--- config.mk ---
export PLATFORM = sky130hd
export DESIGN_NAME = acd_ctrl
export DESIGN_NICKNAME = d
export VERILOG_FILES = /design/src/inc/acd_pkg.sv /design/src/hw/acd_cmd_decode.sv /design/src/hw/acd_ctrl.sv
export VERILOG_INCLUDE_DIRS = /design/src /design/src/inc
export SDC_FILE = /design/constraint.sdc
export NUM_CORES = 1
export LEC_CHECK = 0
export ABC_AREA = 1
export BUFFER_PORTS_ARGS = -buffer_cell sky130_fd_sc_hd__buf_2
export CAP_MARGIN = 20
export CORE_AREA = 2 2 80 82
export CTS_CLUSTER_SIZE = 20
export DETAILED_ROUTE_END_ITERATION = 8
export DIE_AREA = 0 0 82 84
export GPL_TIMING_DRIVEN = 0
export HOLD_SLACK_MARGIN = 0.06
export PLACE_DENSITY_LB_ADDON = 0.3
export SYNTH_ARGS = -nofsm -noshare
export SYNTH_HDL_FRONTEND = slang
export SYNTH_HIERARCHICAL = 1
export SYNTH_SLANG_ARGS = --single-unit
--- constraint.sdc ---
create_clock -name CLOCK_I -period 2.2 [get_ports CLOCK_I]
set_input_delay 0.33 -clock CLOCK_I [delete_from_list [all_inputs] [get_ports CLOCK_I]]
set_output_delay 0.33 -clock CLOCK_I [all_outputs]
set_load 0.01 [all_outputs]
--- src/inc/acd_regs.svh ---
// Offsets, field positions, reset values and codes of the task-file block.
// Included by bare name; definitions only.
//
// Contract
// - Control register writable even while busy
// - Soft reset held until bit cleared
// - Soft reset leaves configuration state untouched
// - Mask bit high suppresses all interrupts
// - Mask also gates configuration status flag
// - Mask bit cleared at reset
// - Only soft reset and mask bits stored
// - Write gate reads low during media write
// - Readback head bits are inverted head select
// - Unit select lows mark active selected unit
// - Commands sorted into three acceptance classes
// - Write without erase codes: classes three, two
// - Key command, feature 0 to 7F: class 1
// - Key feature 80 class 1, 81 class 2
// - Drive-only commands drop head bits
// - Full commands use unit and head bits
// - Status read clears pending, alternate does not
// - Unit select bit picks unit 0 or 1
`ifndef ACD_REGS_SVH
`define ACD_REGS_SVH

`define ACD_OFS_FEATURE   4'h1
`define ACD_OFS_UNIT_HEAD 4'h6
`define ACD_OFS_COMMAND   4'h7
`define ACD_OFS_DEV_CTRL  4'hE
`define ACD_OFS_UNIT_ADDR 4'hF

`define ACD_CTRL_SRST_BIT 2
`define ACD_CTRL_MASK_BIT 1
`define ACD_UH_UNIT_BIT   4
`define ACD_DA_WGATE_BIT  6
`define ACD_DA_DS1_BIT    1
`define ACD_DA_DS0_BIT    0

`define ACD_RST_SRST      1'h0
`define ACD_RST_MASK      1'h0
`define ACD_RST_BYTE      8'h00

`define ACD_KEY_FEAT_MAX  8'h7F
`define ACD_KEY_FEAT_RD   8'h80
`define ACD_KEY_FEAT_CHG  8'h81
`define ACD_CMD_RECAL_HI  4'h1
`define ACD_CMD_SEEK_HI   4'h7

`define ACD_CLS_NONE      2'h0
`define ACD_CLS_1         2'h1
`define ACD_CLS_2         2'h2
`define ACD_CLS_3         2'h3

`endif

--- src/inc/acd_pkg.sv ---
// Types of the task-file control block: unit/head usage and command codes.
// Assumes acd_regs.svh is on the include path.
package acd_pkg;

  // Use of the unit/head register by a command
  typedef enum logic [1:0] {UH_NONE, UH_DRIVE, UH_FULL} acd_uh_t;

  // Command codes
  typedef enum logic [7:0] {
    CMD_NOP = 8'h00, CMD_REQ_SENSE = 8'h03, CMD_READ_A = 8'h20,
    CMD_READ_B = 8'h21, CMD_RDLONG_A = 8'h22, CMD_RDLONG_B = 8'h23,
    CMD_WRITE_A = 8'h30, CMD_WRITE_B = 8'h31, CMD_WRLONG_A = 8'h32,
    CMD_WRLONG_B = 8'h33, CMD_WRITE_NE = 8'h38, CMD_WR_VERIFY = 8'h3C,
    CMD_VERIFY_A = 8'h40, CMD_VERIFY_B = 8'h41, CMD_FORMAT = 8'h50,
    CMD_TRANSLATE = 8'h87, CMD_DIAG = 8'h90, CMD_INIT = 8'h91,
    CMD_STBYIMM_B = 8'h94, CMD_IDLEIMM_B = 8'h95, CMD_STBY_B = 8'h96,
    CMD_IDLE_B = 8'h97, CMD_CHKPWR_B = 8'h98, CMD_SLEEP_B = 8'h99,
    CMD_KEY = 8'hB9, CMD_ERASE = 8'hC0, CMD_RD_MULT = 8'hC4,
    CMD_WR_MULT = 8'hC5, CMD_SET_MULT = 8'hC6, CMD_RD_DMA = 8'hC8,
    CMD_WR_DMA = 8'hCA, CMD_WR_MULT_NE = 8'hCD, CMD_STBYIMM_A = 8'hE0,
    CMD_IDLEIMM_A = 8'hE1, CMD_STBY_A = 8'hE2, CMD_IDLE_A = 8'hE3,
    CMD_RD_BUF = 8'hE4, CMD_CHKPWR_A = 8'hE5, CMD_SLEEP_A = 8'hE6,
    CMD_FLUSH = 8'hE7, CMD_WR_BUF = 8'hE8, CMD_IDENTIFY = 8'hEC,
    CMD_SET_FEAT = 8'hEF, CMD_SEC_SET = 8'hF1, CMD_SEC_UNLOCK = 8'hF2,
    CMD_SEC_PREP = 8'hF3, CMD_SEC_ERASE = 8'hF4, CMD_SEC_FREEZE = 8'hF5,
    CMD_SEC_DIS = 8'hF6
  } acd_cmd_t;

endpackage

--- src/hw/acd_cmd_decode.sv ---
// Combinational command decoder: class, parameter usage, unit/head usage.
// Assumes code and feature are stable while the caller samples outputs.
`timescale 1ns/1ns
`include "acd_regs.svh"
module acd_cmd_decode
  import acd_pkg::*;
(
  input  wire logic [7:0] code_i,    // Command code
  input  wire logic [7:0] feature_i, // Feature parameter
  output logic            known_o,   // Code recognised
  output logic [1:0]      cls_o,     // Acceptance class
  output logic [4:0]      use_o,     // Feature, count, number, cylinder, lba
  output acd_uh_t         uh_o       // Unit/head usage
);

  localparam logic Y = 1'h1;
  localparam logic N = 1'h0;

  // Packs one table row
  function automatic logic [8:0] row(input logic [1:0] c, input logic f,
    input logic s, input logic n, input logic y, input logic l);
    row = {Y, c, f, s, n, y, l, N};
  endfunction

  logic [8:0] r;
  acd_uh_t    uh;

  // Table lookup on the code, feature qualifying the key command
  always_comb
  begin
    r  = 9'h000;
    uh = UH_NONE;
    case (acd_cmd_t'(code_i))
      CMD_CHKPWR_A, CMD_CHKPWR_B, CMD_DIAG, CMD_FLUSH, CMD_IDENTIFY,
      CMD_IDLEIMM_A, CMD_IDLEIMM_B, CMD_NOP, CMD_RD_BUF, CMD_REQ_SENSE,
      CMD_SEC_DIS, CMD_SEC_PREP, CMD_SEC_ERASE, CMD_SEC_FREEZE,
      CMD_SEC_SET, CMD_SEC_UNLOCK, CMD_SLEEP_A, CMD_SLEEP_B, CMD_STBY_A,
      CMD_STBY_B, CMD_STBYIMM_A, CMD_STBYIMM_B:
      begin
        r  = row(`ACD_CLS_1, N, N, N, N, N);
        uh = UH_DRIVE;
      end
      CMD_WR_BUF:
      begin
        r  = row(`ACD_CLS_2, N, N, N, N, N);
        uh = UH_DRIVE;
      end
      CMD_IDLE_A, CMD_IDLE_B, CMD_SET_MULT:
      begin
        r  = row(`ACD_CLS_1, N, Y, N, N, N);
        uh = UH_DRIVE;
      end
      CMD_SET_FEAT:
      begin
        r  = row(`ACD_CLS_1, Y, N, N, N, N);
        uh = UH_DRIVE;
      end
      CMD_INIT:
      begin
        r  = row(`ACD_CLS_1, N, Y, N, N, N);
        uh = UH_FULL;
      end
      CMD_ERASE, CMD_RD_DMA, CMD_RD_MULT, CMD_READ_A, CMD_READ_B,
      CMD_VERIFY_A, CMD_VERIFY_B, CMD_TRANSLATE:
      begin
        r  = row(`ACD_CLS_1, N, Y, Y, Y, Y);
        uh = UH_FULL;
      end
      CMD_RDLONG_A, CMD_RDLONG_B:
      begin
        r  = row(`ACD_CLS_1, N, N, Y, Y, Y);
        uh = UH_FULL;
      end
      CMD_FORMAT:
      begin
        r  = row(`ACD_CLS_2, N, Y, N, Y, Y);
        uh = UH_FULL;
      end
      CMD_WR_DMA, CMD_WRITE_A, CMD_WRITE_B, CMD_WRITE_NE:
      begin
        r  = row(`ACD_CLS_2, N, Y, Y, Y, Y);
        uh = UH_FULL;
      end
      CMD_WRLONG_A, CMD_WRLONG_B:
      begin
        r  = row(`ACD_CLS_2, N, N, Y, Y, Y);
        uh = UH_FULL;
      end
      CMD_WR_MULT, CMD_WR_MULT_NE, CMD_WR_VERIFY:
      begin
        r  = row(`ACD_CLS_3, N, Y, Y, Y, Y);
        uh = UH_FULL;
      end
      CMD_KEY:
      begin
        uh = UH_FULL;
        if (feature_i <= `ACD_KEY_FEAT_MAX || feature_i == `ACD_KEY_FEAT_RD)
          r = row(`ACD_CLS_1, Y, Y, Y, Y, N);
        else if (feature_i == `ACD_KEY_FEAT_CHG)
          r = row(`ACD_CLS_2, Y, Y, Y, Y, N);
      end
      default:
      begin
        if (code_i[7:4] == `ACD_CMD_RECAL_HI)
        begin
          r  = row(`ACD_CLS_1, N, N, N, N, N);
          uh = UH_DRIVE;
        end
        else if (code_i[7:4] == `ACD_CMD_SEEK_HI)
        begin
          r  = row(`ACD_CLS_1, N, N, Y, Y, Y);
          uh = UH_FULL;
        end
      end
    endcase
  end

  // Unpacked row fields
  assign known_o = r[8];
  assign cls_o   = r[7:6];
  assign use_o   = r[5:1];
  assign uh_o    = known_o ? uh : UH_NONE;

endmodule

--- src/hw/acd_ctrl.sv ---
// Task-file control block: device control, drive address readback,
// interrupt pending and masking, command capture and decode.
// Assumes host strobes synchronous to CLOCK_I, at most one per cycle.
`timescale 1ns/1ns
`include "acd_regs.svh"
module acd_ctrl
  import acd_pkg::*;
(
  input  wire logic       CLOCK_I,        // Host clock, 125 MHz
  input  wire logic       RST_B_I,        // Hardware reset, active low
  input  wire logic [3:0] HOST_ADDR_I,    // Task-file offset
  input  wire logic       HOST_WR_I,      // Write strobe
  input  wire logic       HOST_RD_I,      // Read strobe
  input  wire logic [7:0] HOST_WDATA_I,   // Write data
  output logic      [7:0] HOST_RDATA_O,   // Read data, next cycle
  input  wire logic       BUSY_FLAG_I,    // Device busy flag
  input  wire logic       MEDIA_WRITE_I,  // Media write in progress
  input  wire logic [7:0] STATUS_I,       // Status byte to return
  input  wire logic       UNIT_ID_I,      // This card's unit number
  input  wire logic       EVT_DONE_I,     // Command completion pulse
  input  wire logic       EVT_DRQ_I,      // Data request pulse
  output logic            SOFT_RESET_O,   // Controller soft reset level
  output logic            IRQ_O,          // Interrupt request
  output logic            CFG_INT_O,      // Interrupt flag for config status
  output logic            CMD_STROBE_O,   // Accepted known command pulse
  output logic            CMD_ABORT_O,    // Unknown command abort pulse
  output logic      [7:0] CMD_CODE_O,     // Captured command code
  output logic      [1:0] CMD_CLASS_O,    // Acceptance class
  output logic      [4:0] CMD_USE_O,      // Feature, count, number, cyl, lba
  output acd_uh_t         CMD_UH_MODE_O,  // Unit/head usage
  output logic            CMD_UNIT_O,     // Selected unit
  output logic      [3:0] CMD_HEAD_O      // Head bits, zero if unused
);

  // ****************************************************************
  // Reset release
  // ****************************************************************
  logic rst_meta_q;
  logic rst_b_q;

  // Two-stage release of the asynchronous reset
  always_ff @(posedge CLOCK_I or negedge RST_B_I)
  begin
    if (!RST_B_I)
    begin
      rst_meta_q <= 1'h0;
      rst_b_q    <= 1'h0;
    end
    else
    begin
      rst_meta_q <= 1'h1;
      rst_b_q    <= rst_meta_q;
    end
  end

  // ****************************************************************
  // Address decode
  // ****************************************************************
  logic wr_ctrl;
  logic wr_cmd;
  logic wr_feat;
  logic wr_dh;
  logic rd_stat;
  logic rd_alt;
  logic rd_addr;
  logic cmd_take;
  logic srst_q;

  // Strobe qualification per offset
  assign wr_ctrl  = HOST_WR_I & (HOST_ADDR_I == `ACD_OFS_DEV_CTRL);
  assign wr_cmd   = HOST_WR_I & (HOST_ADDR_I == `ACD_OFS_COMMAND);
  assign wr_feat  = HOST_WR_I & (HOST_ADDR_I == `ACD_OFS_FEATURE);
  assign wr_dh    = HOST_WR_I & (HOST_ADDR_I == `ACD_OFS_UNIT_HEAD);
  assign rd_stat  = HOST_RD_I & (HOST_ADDR_I == `ACD_OFS_COMMAND);
  assign rd_alt   = HOST_RD_I & (HOST_ADDR_I == `ACD_OFS_DEV_CTRL);
  assign rd_addr  = HOST_RD_I & (HOST_ADDR_I == `ACD_OFS_UNIT_ADDR);
  // Commands dropped while busy or held in soft reset
  assign cmd_take = wr_cmd & ~BUSY_FLAG_I & ~srst_q;

  // ****************************************************************
  // Device control register
  // ****************************************************************
  logic mask_q;

  // Only soft reset and mask bits kept; busy does not block
  always_ff @(posedge CLOCK_I or negedge rst_b_q)
  begin
    if (!rst_b_q)
    begin
      srst_q <= `ACD_RST_SRST;
      mask_q <= `ACD_RST_MASK;
    end
    else if (wr_ctrl)
    begin
      srst_q <= HOST_WDATA_I[`ACD_CTRL_SRST_BIT];
      mask_q <= HOST_WDATA_I[`ACD_CTRL_MASK_BIT];
    end
  end

  // Soft reset level; configuration state has no soft reset path
  assign SOFT_RESET_O = srst_q;

  // ****************************************************************
  // Parameter shadows
  // ****************************************************************
  logic [7:0] feature_q;
  logic [7:0] unit_head_q;

  // Feature and unit/head copies for decode and readback
  always_ff @(posedge CLOCK_I or negedge rst_b_q)
  begin
    if (!rst_b_q)
    begin
      feature_q   <= `ACD_RST_BYTE;
      unit_head_q <= `ACD_RST_BYTE;
    end
    else
    begin
      if (wr_feat)
        feature_q <= HOST_WDATA_I;
      if (wr_dh)
        unit_head_q <= HOST_WDATA_I;
    end
  end

  // ****************************************************************
  // Interrupt pending
  // ****************************************************************
  logic pend_q;
  logic pend_d;
  logic irq_evt;

  // Event beats a same-cycle status read or soft reset clear
  assign irq_evt = EVT_DONE_I | EVT_DRQ_I;
  assign pend_d  = irq_evt | (pend_q & ~rd_stat & ~srst_q);

  always_ff @(posedge CLOCK_I or negedge rst_b_q)
  begin
    if (!rst_b_q)
      pend_q <= 1'h0;
    else
      pend_q <= pend_d;
  end

  // Mask gates both the pin and the configuration flag
  assign IRQ_O     = pend_q & ~mask_q;
  assign CFG_INT_O = pend_q & ~mask_q;

  // ****************************************************************
  // Read path
  // ****************************************************************
  logic       unit_sel;
  logic       unit_active;
  logic       ds1_low;
  logic       ds0_low;
  logic [7:0] unit_addr;
  logic [7:0] rdata_d;
  logic [7:0] rdata_q;

  // Drive address readback fields
  assign unit_sel    = unit_head_q[`ACD_UH_UNIT_BIT];
  assign unit_active = ~srst_q;
  assign ds1_low     = ~(unit_active & unit_sel & UNIT_ID_I);
  assign ds0_low     = ~(unit_active & ~unit_sel & ~UNIT_ID_I);
  assign unit_addr   = {1'h0, ~MEDIA_WRITE_I,
                        ~unit_head_q[3:0],
                        ds1_low, ds0_low};
  // Status and alternate return the status byte, drive address its fields, others zero
  assign rdata_d = (rd_stat | rd_alt) ? STATUS_I :
                   rd_addr            ? unit_addr : `ACD_RST_BYTE;

  always_ff @(posedge CLOCK_I or negedge rst_b_q)
  begin
    if (!rst_b_q)
      rdata_q <= `ACD_RST_BYTE;
    else if (HOST_RD_I)
      rdata_q <= rdata_d;
  end

  assign HOST_RDATA_O = rdata_q;

  // ****************************************************************
  // Command capture
  // ****************************************************************
  logic       dec_known;
  logic [1:0] dec_cls;
  logic [4:0] dec_use;
  acd_uh_t    dec_uh;
  logic       strobe_q;
  logic       abort_q;
  logic [7:0] code_q;
  logic [1:0] cls_q;
  logic [4:0] use_q;
  acd_uh_t    uh_q;
  logic       unit_q;
  logic [3:0] head_q;

  // Decoder on the written code and the loaded feature
  acd_cmd_decode u_dec
  (
    .code_i    (HOST_WDATA_I),
    .feature_i (feature_q),
    .known_o   (dec_known),
    .cls_o     (dec_cls),
    .use_o     (dec_use),
    .uh_o      (dec_uh)
  );

  // Capture of the decoded command; parameters already loaded
  always_ff @(posedge CLOCK_I or negedge rst_b_q)
  begin
    if (!rst_b_q)
    begin
      strobe_q <= 1'h0;
      abort_q  <= 1'h0;
      code_q   <= `ACD_RST_BYTE;
      cls_q    <= `ACD_CLS_NONE;
      use_q    <= 5'h00;
      uh_q     <= UH_NONE;
      unit_q   <= 1'h0;
      head_q   <= 4'h0;
    end
    else
    begin
      strobe_q <= cmd_take & dec_known;
      abort_q  <= cmd_take & ~dec_known;
      if (cmd_take)
      begin
        code_q <= HOST_WDATA_I;
        cls_q  <= dec_cls;
        use_q  <= dec_use;
        uh_q   <= dec_uh;
        unit_q <= unit_sel;
        head_q <= (dec_uh == UH_FULL) ? unit_head_q[3:0] : 4'h0;
      end
    end
  end

  assign CMD_STROBE_O  = strobe_q;
  assign CMD_ABORT_O   = abort_q;
  assign CMD_CODE_O    = code_q;
  assign CMD_CLASS_O   = cls_q;
  assign CMD_USE_O     = use_q;
  assign CMD_UH_MODE_O = uh_q;
  assign CMD_UNIT_O    = unit_q;
  assign CMD_HEAD_O    = head_q;
endmodule

==> impl_metrics.toml <==
[drt]
wire_per_inst_um = 12.6
drc_errors = 0
routed_wl_um = 6880
ant_nets = 0
vias = 2710
via_per_inst = 4.98
drt-initial-drc-count = 116
drt_pass1_iterations = 5

[global_route]
grt_start_max_net_pins = 36
antenna_found_initial = 0
grt_pass1_vias = 2570
grt_overflow = 0
grt_pass1_wl_um = 11700
grt_usage_pct = 21.7

[die]
die_h_um = 84
std_cell_rows = 29
die_x_um = 82
initial_core_util_pct = 48.1
core-area_sq_mm = 0.00610
dieArea_sq_mm = 0.00689
io_pins = 64

[run_status]
status = "finished, final reports clean"

[pwr]
ir_worst_vdd_mv = 0.322
powerDensity_mw_per_mm2 = 625
leakage_uw = 0.00197

[synthesis]
yosys.area_share.xor_xnor_pct = 0
synth_compound_area_share_pct = 11.1
synthFlopType = "dfrtp_1"
synth.most_common_cell = "nand2_1"
synthesis.area_sq_mm = 0.00293
synth-seq-cells = 50
synth_top_area_cell = "dfrtp_1"
synthMuxAreaShare_pct = 0
synthArstFlopShare_pct = 100
syn_nets = 423
yosys.area_share.adder_pct = 0
synth_top_area_share_pct = 42.6
ys_seq_area_share_pct = 42.6
synthSimpleGateAreaFrac_pct = 35.8
synth_top_family_by_area = "simple AND/OR/NAND/NOR gates"
syn_avg_cell_area_sq_um = 7.45
synth_cells = 394
synth_cell_types = 28
synth_edf_count = 0
synth_area_leaders = "dfrtp_1 43%, nand2_1 15%, inv_1 7.0%"
synthTopCellsByCount = "121 x nand2_1, 55 x inv_1, 50 x dfrtp_1"
ys_warn_count = 6

[worst_setup_path]
slowest_delay_ns = 0.40
cp.arrival_ns = 2.12
cp_cell_sequence = "buf_2, inv_1, nand2_1, nor2_1, nand4_1, nand2_1, nor2_1, nand3_1, nor2_2, nand3_2, nand2_1, inv_1, nand3_1, o21ai_2"
rr_startpoint = "feature_q[3]"
path_common_cell = "nand2_1"
ff2ff_setup_slack_ns = 0.45
cp_slowest_cell = "nor2_1"
rr_endpoint = "CMD_HEAD_O[2]"
required_ns = 2.43
reg2reg_depth = 13
crit_path_start_kind = "primary input"
endpoint_kind = "flop"
cp_max_fo = 7
critical_path_class = "primary input to flop"

[timing]
report.final.slew_viol_count = 0
layout_worst_path_cycle_share_pct = 85.5
setup_tns_ns = 0
rsz0062_at_grt = "no"
finClkSkew_ns = 0.00426
finalSetupViolCount = 0
max_freq_mhz = 532
hold_viol = 0
timing.hold.ws_ns = 0.178
period_minus_slack_ns = 1.88
tightest_slew_ns = 0.496
slew_headroom_pct = 66.8

[worst_hold_path]
hp-class = "flop to asynchronous set/reset pin"

[cts]
cts_tree = "done"
cts.sinks = 50
htreeDepth = 2
cts_root_buf = "clkbuf_8"
clockBufferDepth = 2
clock_latency_ns = 0.30
cts_resized = 0
clk_pin_slew_worst_paths_ns = 0.09
cts_buffers = 5

[layout]
drive_gt1_share_pct = 29.1
syn2layout_area_growth_pct = 18.8
n_antenna_cell = 0
nNetsFinal = 495

[placed_design]
gp_congestion = 0.960
io_buffers = 63
hpwl_um = 5440

[run]
drv_cap = 0
==> registers in the layout, indices dropped and copies added (netlist names), 2 cells and up <==
signal	flops
feature_q	8
CMD_UH_MODE_O	2
HOST_RDATA_O	8
CMD_CODE_O	8
CMD_CLASS_O	2
CMD_USE_O	5
unit_head_q	5
CMD_HEAD_O	4
==> worst max-delay path by stage <==
stage | start | to | slack [ns] | cells past startpoint
2_1_floorplan | HOST_WDATA_I[2] | CMD_HEAD_O[1] | 0.53 | 14
4_1_cts | HOST_WDATA_I[4] | CMD_HEAD_O[2] | 0.37 | 14
3_3_place_gp | HOST_WDATA_I[4] | CMD_HEAD_O[3] | 0.03 | 14
3_5_place_dp | HOST_WDATA_I[4] | CMD_HEAD_O[3] | 0.06 | 14
5_1_grt | HOST_WDATA_I[2] | CMD_HEAD_O[2] | 0.19 | 15
6_report | HOST_WDATA_I[4] | CMD_HEAD_O[2] | 0.32 | 14
==> power breakdown <==
| part | leakage (uW) | switching [uW] | internal (uW) |
|---|---|---|---|
| logic | 0.00126 | 272 | 171 |
| registers | 0.000656 | 70.0 | 1030 |
| clock network | 0.0000514 | 299 | 339 |
==> worst max-delay path, delay by kind of cell <==
kind,cells,cell delay [ns]
AO/OA/AOI/OAI,1,0.14
buffers and inverters,3,0.34
AND/OR/NAND/NOR,10,1.31
==> kinds of logic after synthesis <==
group / after synthesis
AOI/OAI and AO/OA: 47
DFF: 50
buffers and inverters: 69
other: 1
and+or+nand+nor: 227
==> routing by layer <==
layer | routed length (um) | GRT usage (%) | vias to the layer above
li1 | - | - | 1377
met1 | 2960 | 28.4 | 1247
met2 | 3420 | 36.1 | 73
met3 | 342 | 2.71 | 13
met4 | 148 | 8.03 | 0
met5 | 0 | 0 | -
==> through the flow <==
stage          worst slack (ns)  total power [uW]  area (sq um)  cells  util, %
3_3_place_gp             0.0334              1540          3350    534     54.9
6_report                  0.319              2180          3490    544     57.2
3_5_place_dp             0.0619              1560          3370    535     55.2
4_1_cts                   0.371              2200          3490    544     57.2
5_1_grt                   0.186              2300          3490    544     57.2
2_1_floorplan             0.530              1390          2930    394        -
==> final cells by class <==
class	count	area [sq um]
fillers	581	2610
clock inverters	2	37.5
inverters	62	233
multi-input cells	275	1380
plain buffers	7	68.8
flip-flops and latches	50	1250
repair buffers	65	345
clock buffers	6	72.6
well taps	77	96.3
==> repair_timing <==
item                                   CTS  global route
hold buffers                             1             0
endpoints found under the hold margin    2             0
setup buffers                            0             0
==> layout by cell type (no fill, tap or decap), types with 2 or more instances in the layout <==
cell and count:
o21ai_2 23, nand3_2 4, nor2_1 37, nand4_1 8
nor2_4 3, buf_2 64, dfrtp_1 49, nor2_2 8
nand3_1 28, o21ai_1 2, inv_2 7, o21ai_0 18
nand2_4 2, a21oi_1 2, nand2_2 7, inv_1 55
clkbuf_8 5, nor3_1 4, nand2_1 121, buf_6 5
Power figures use the tool's default switching activity.
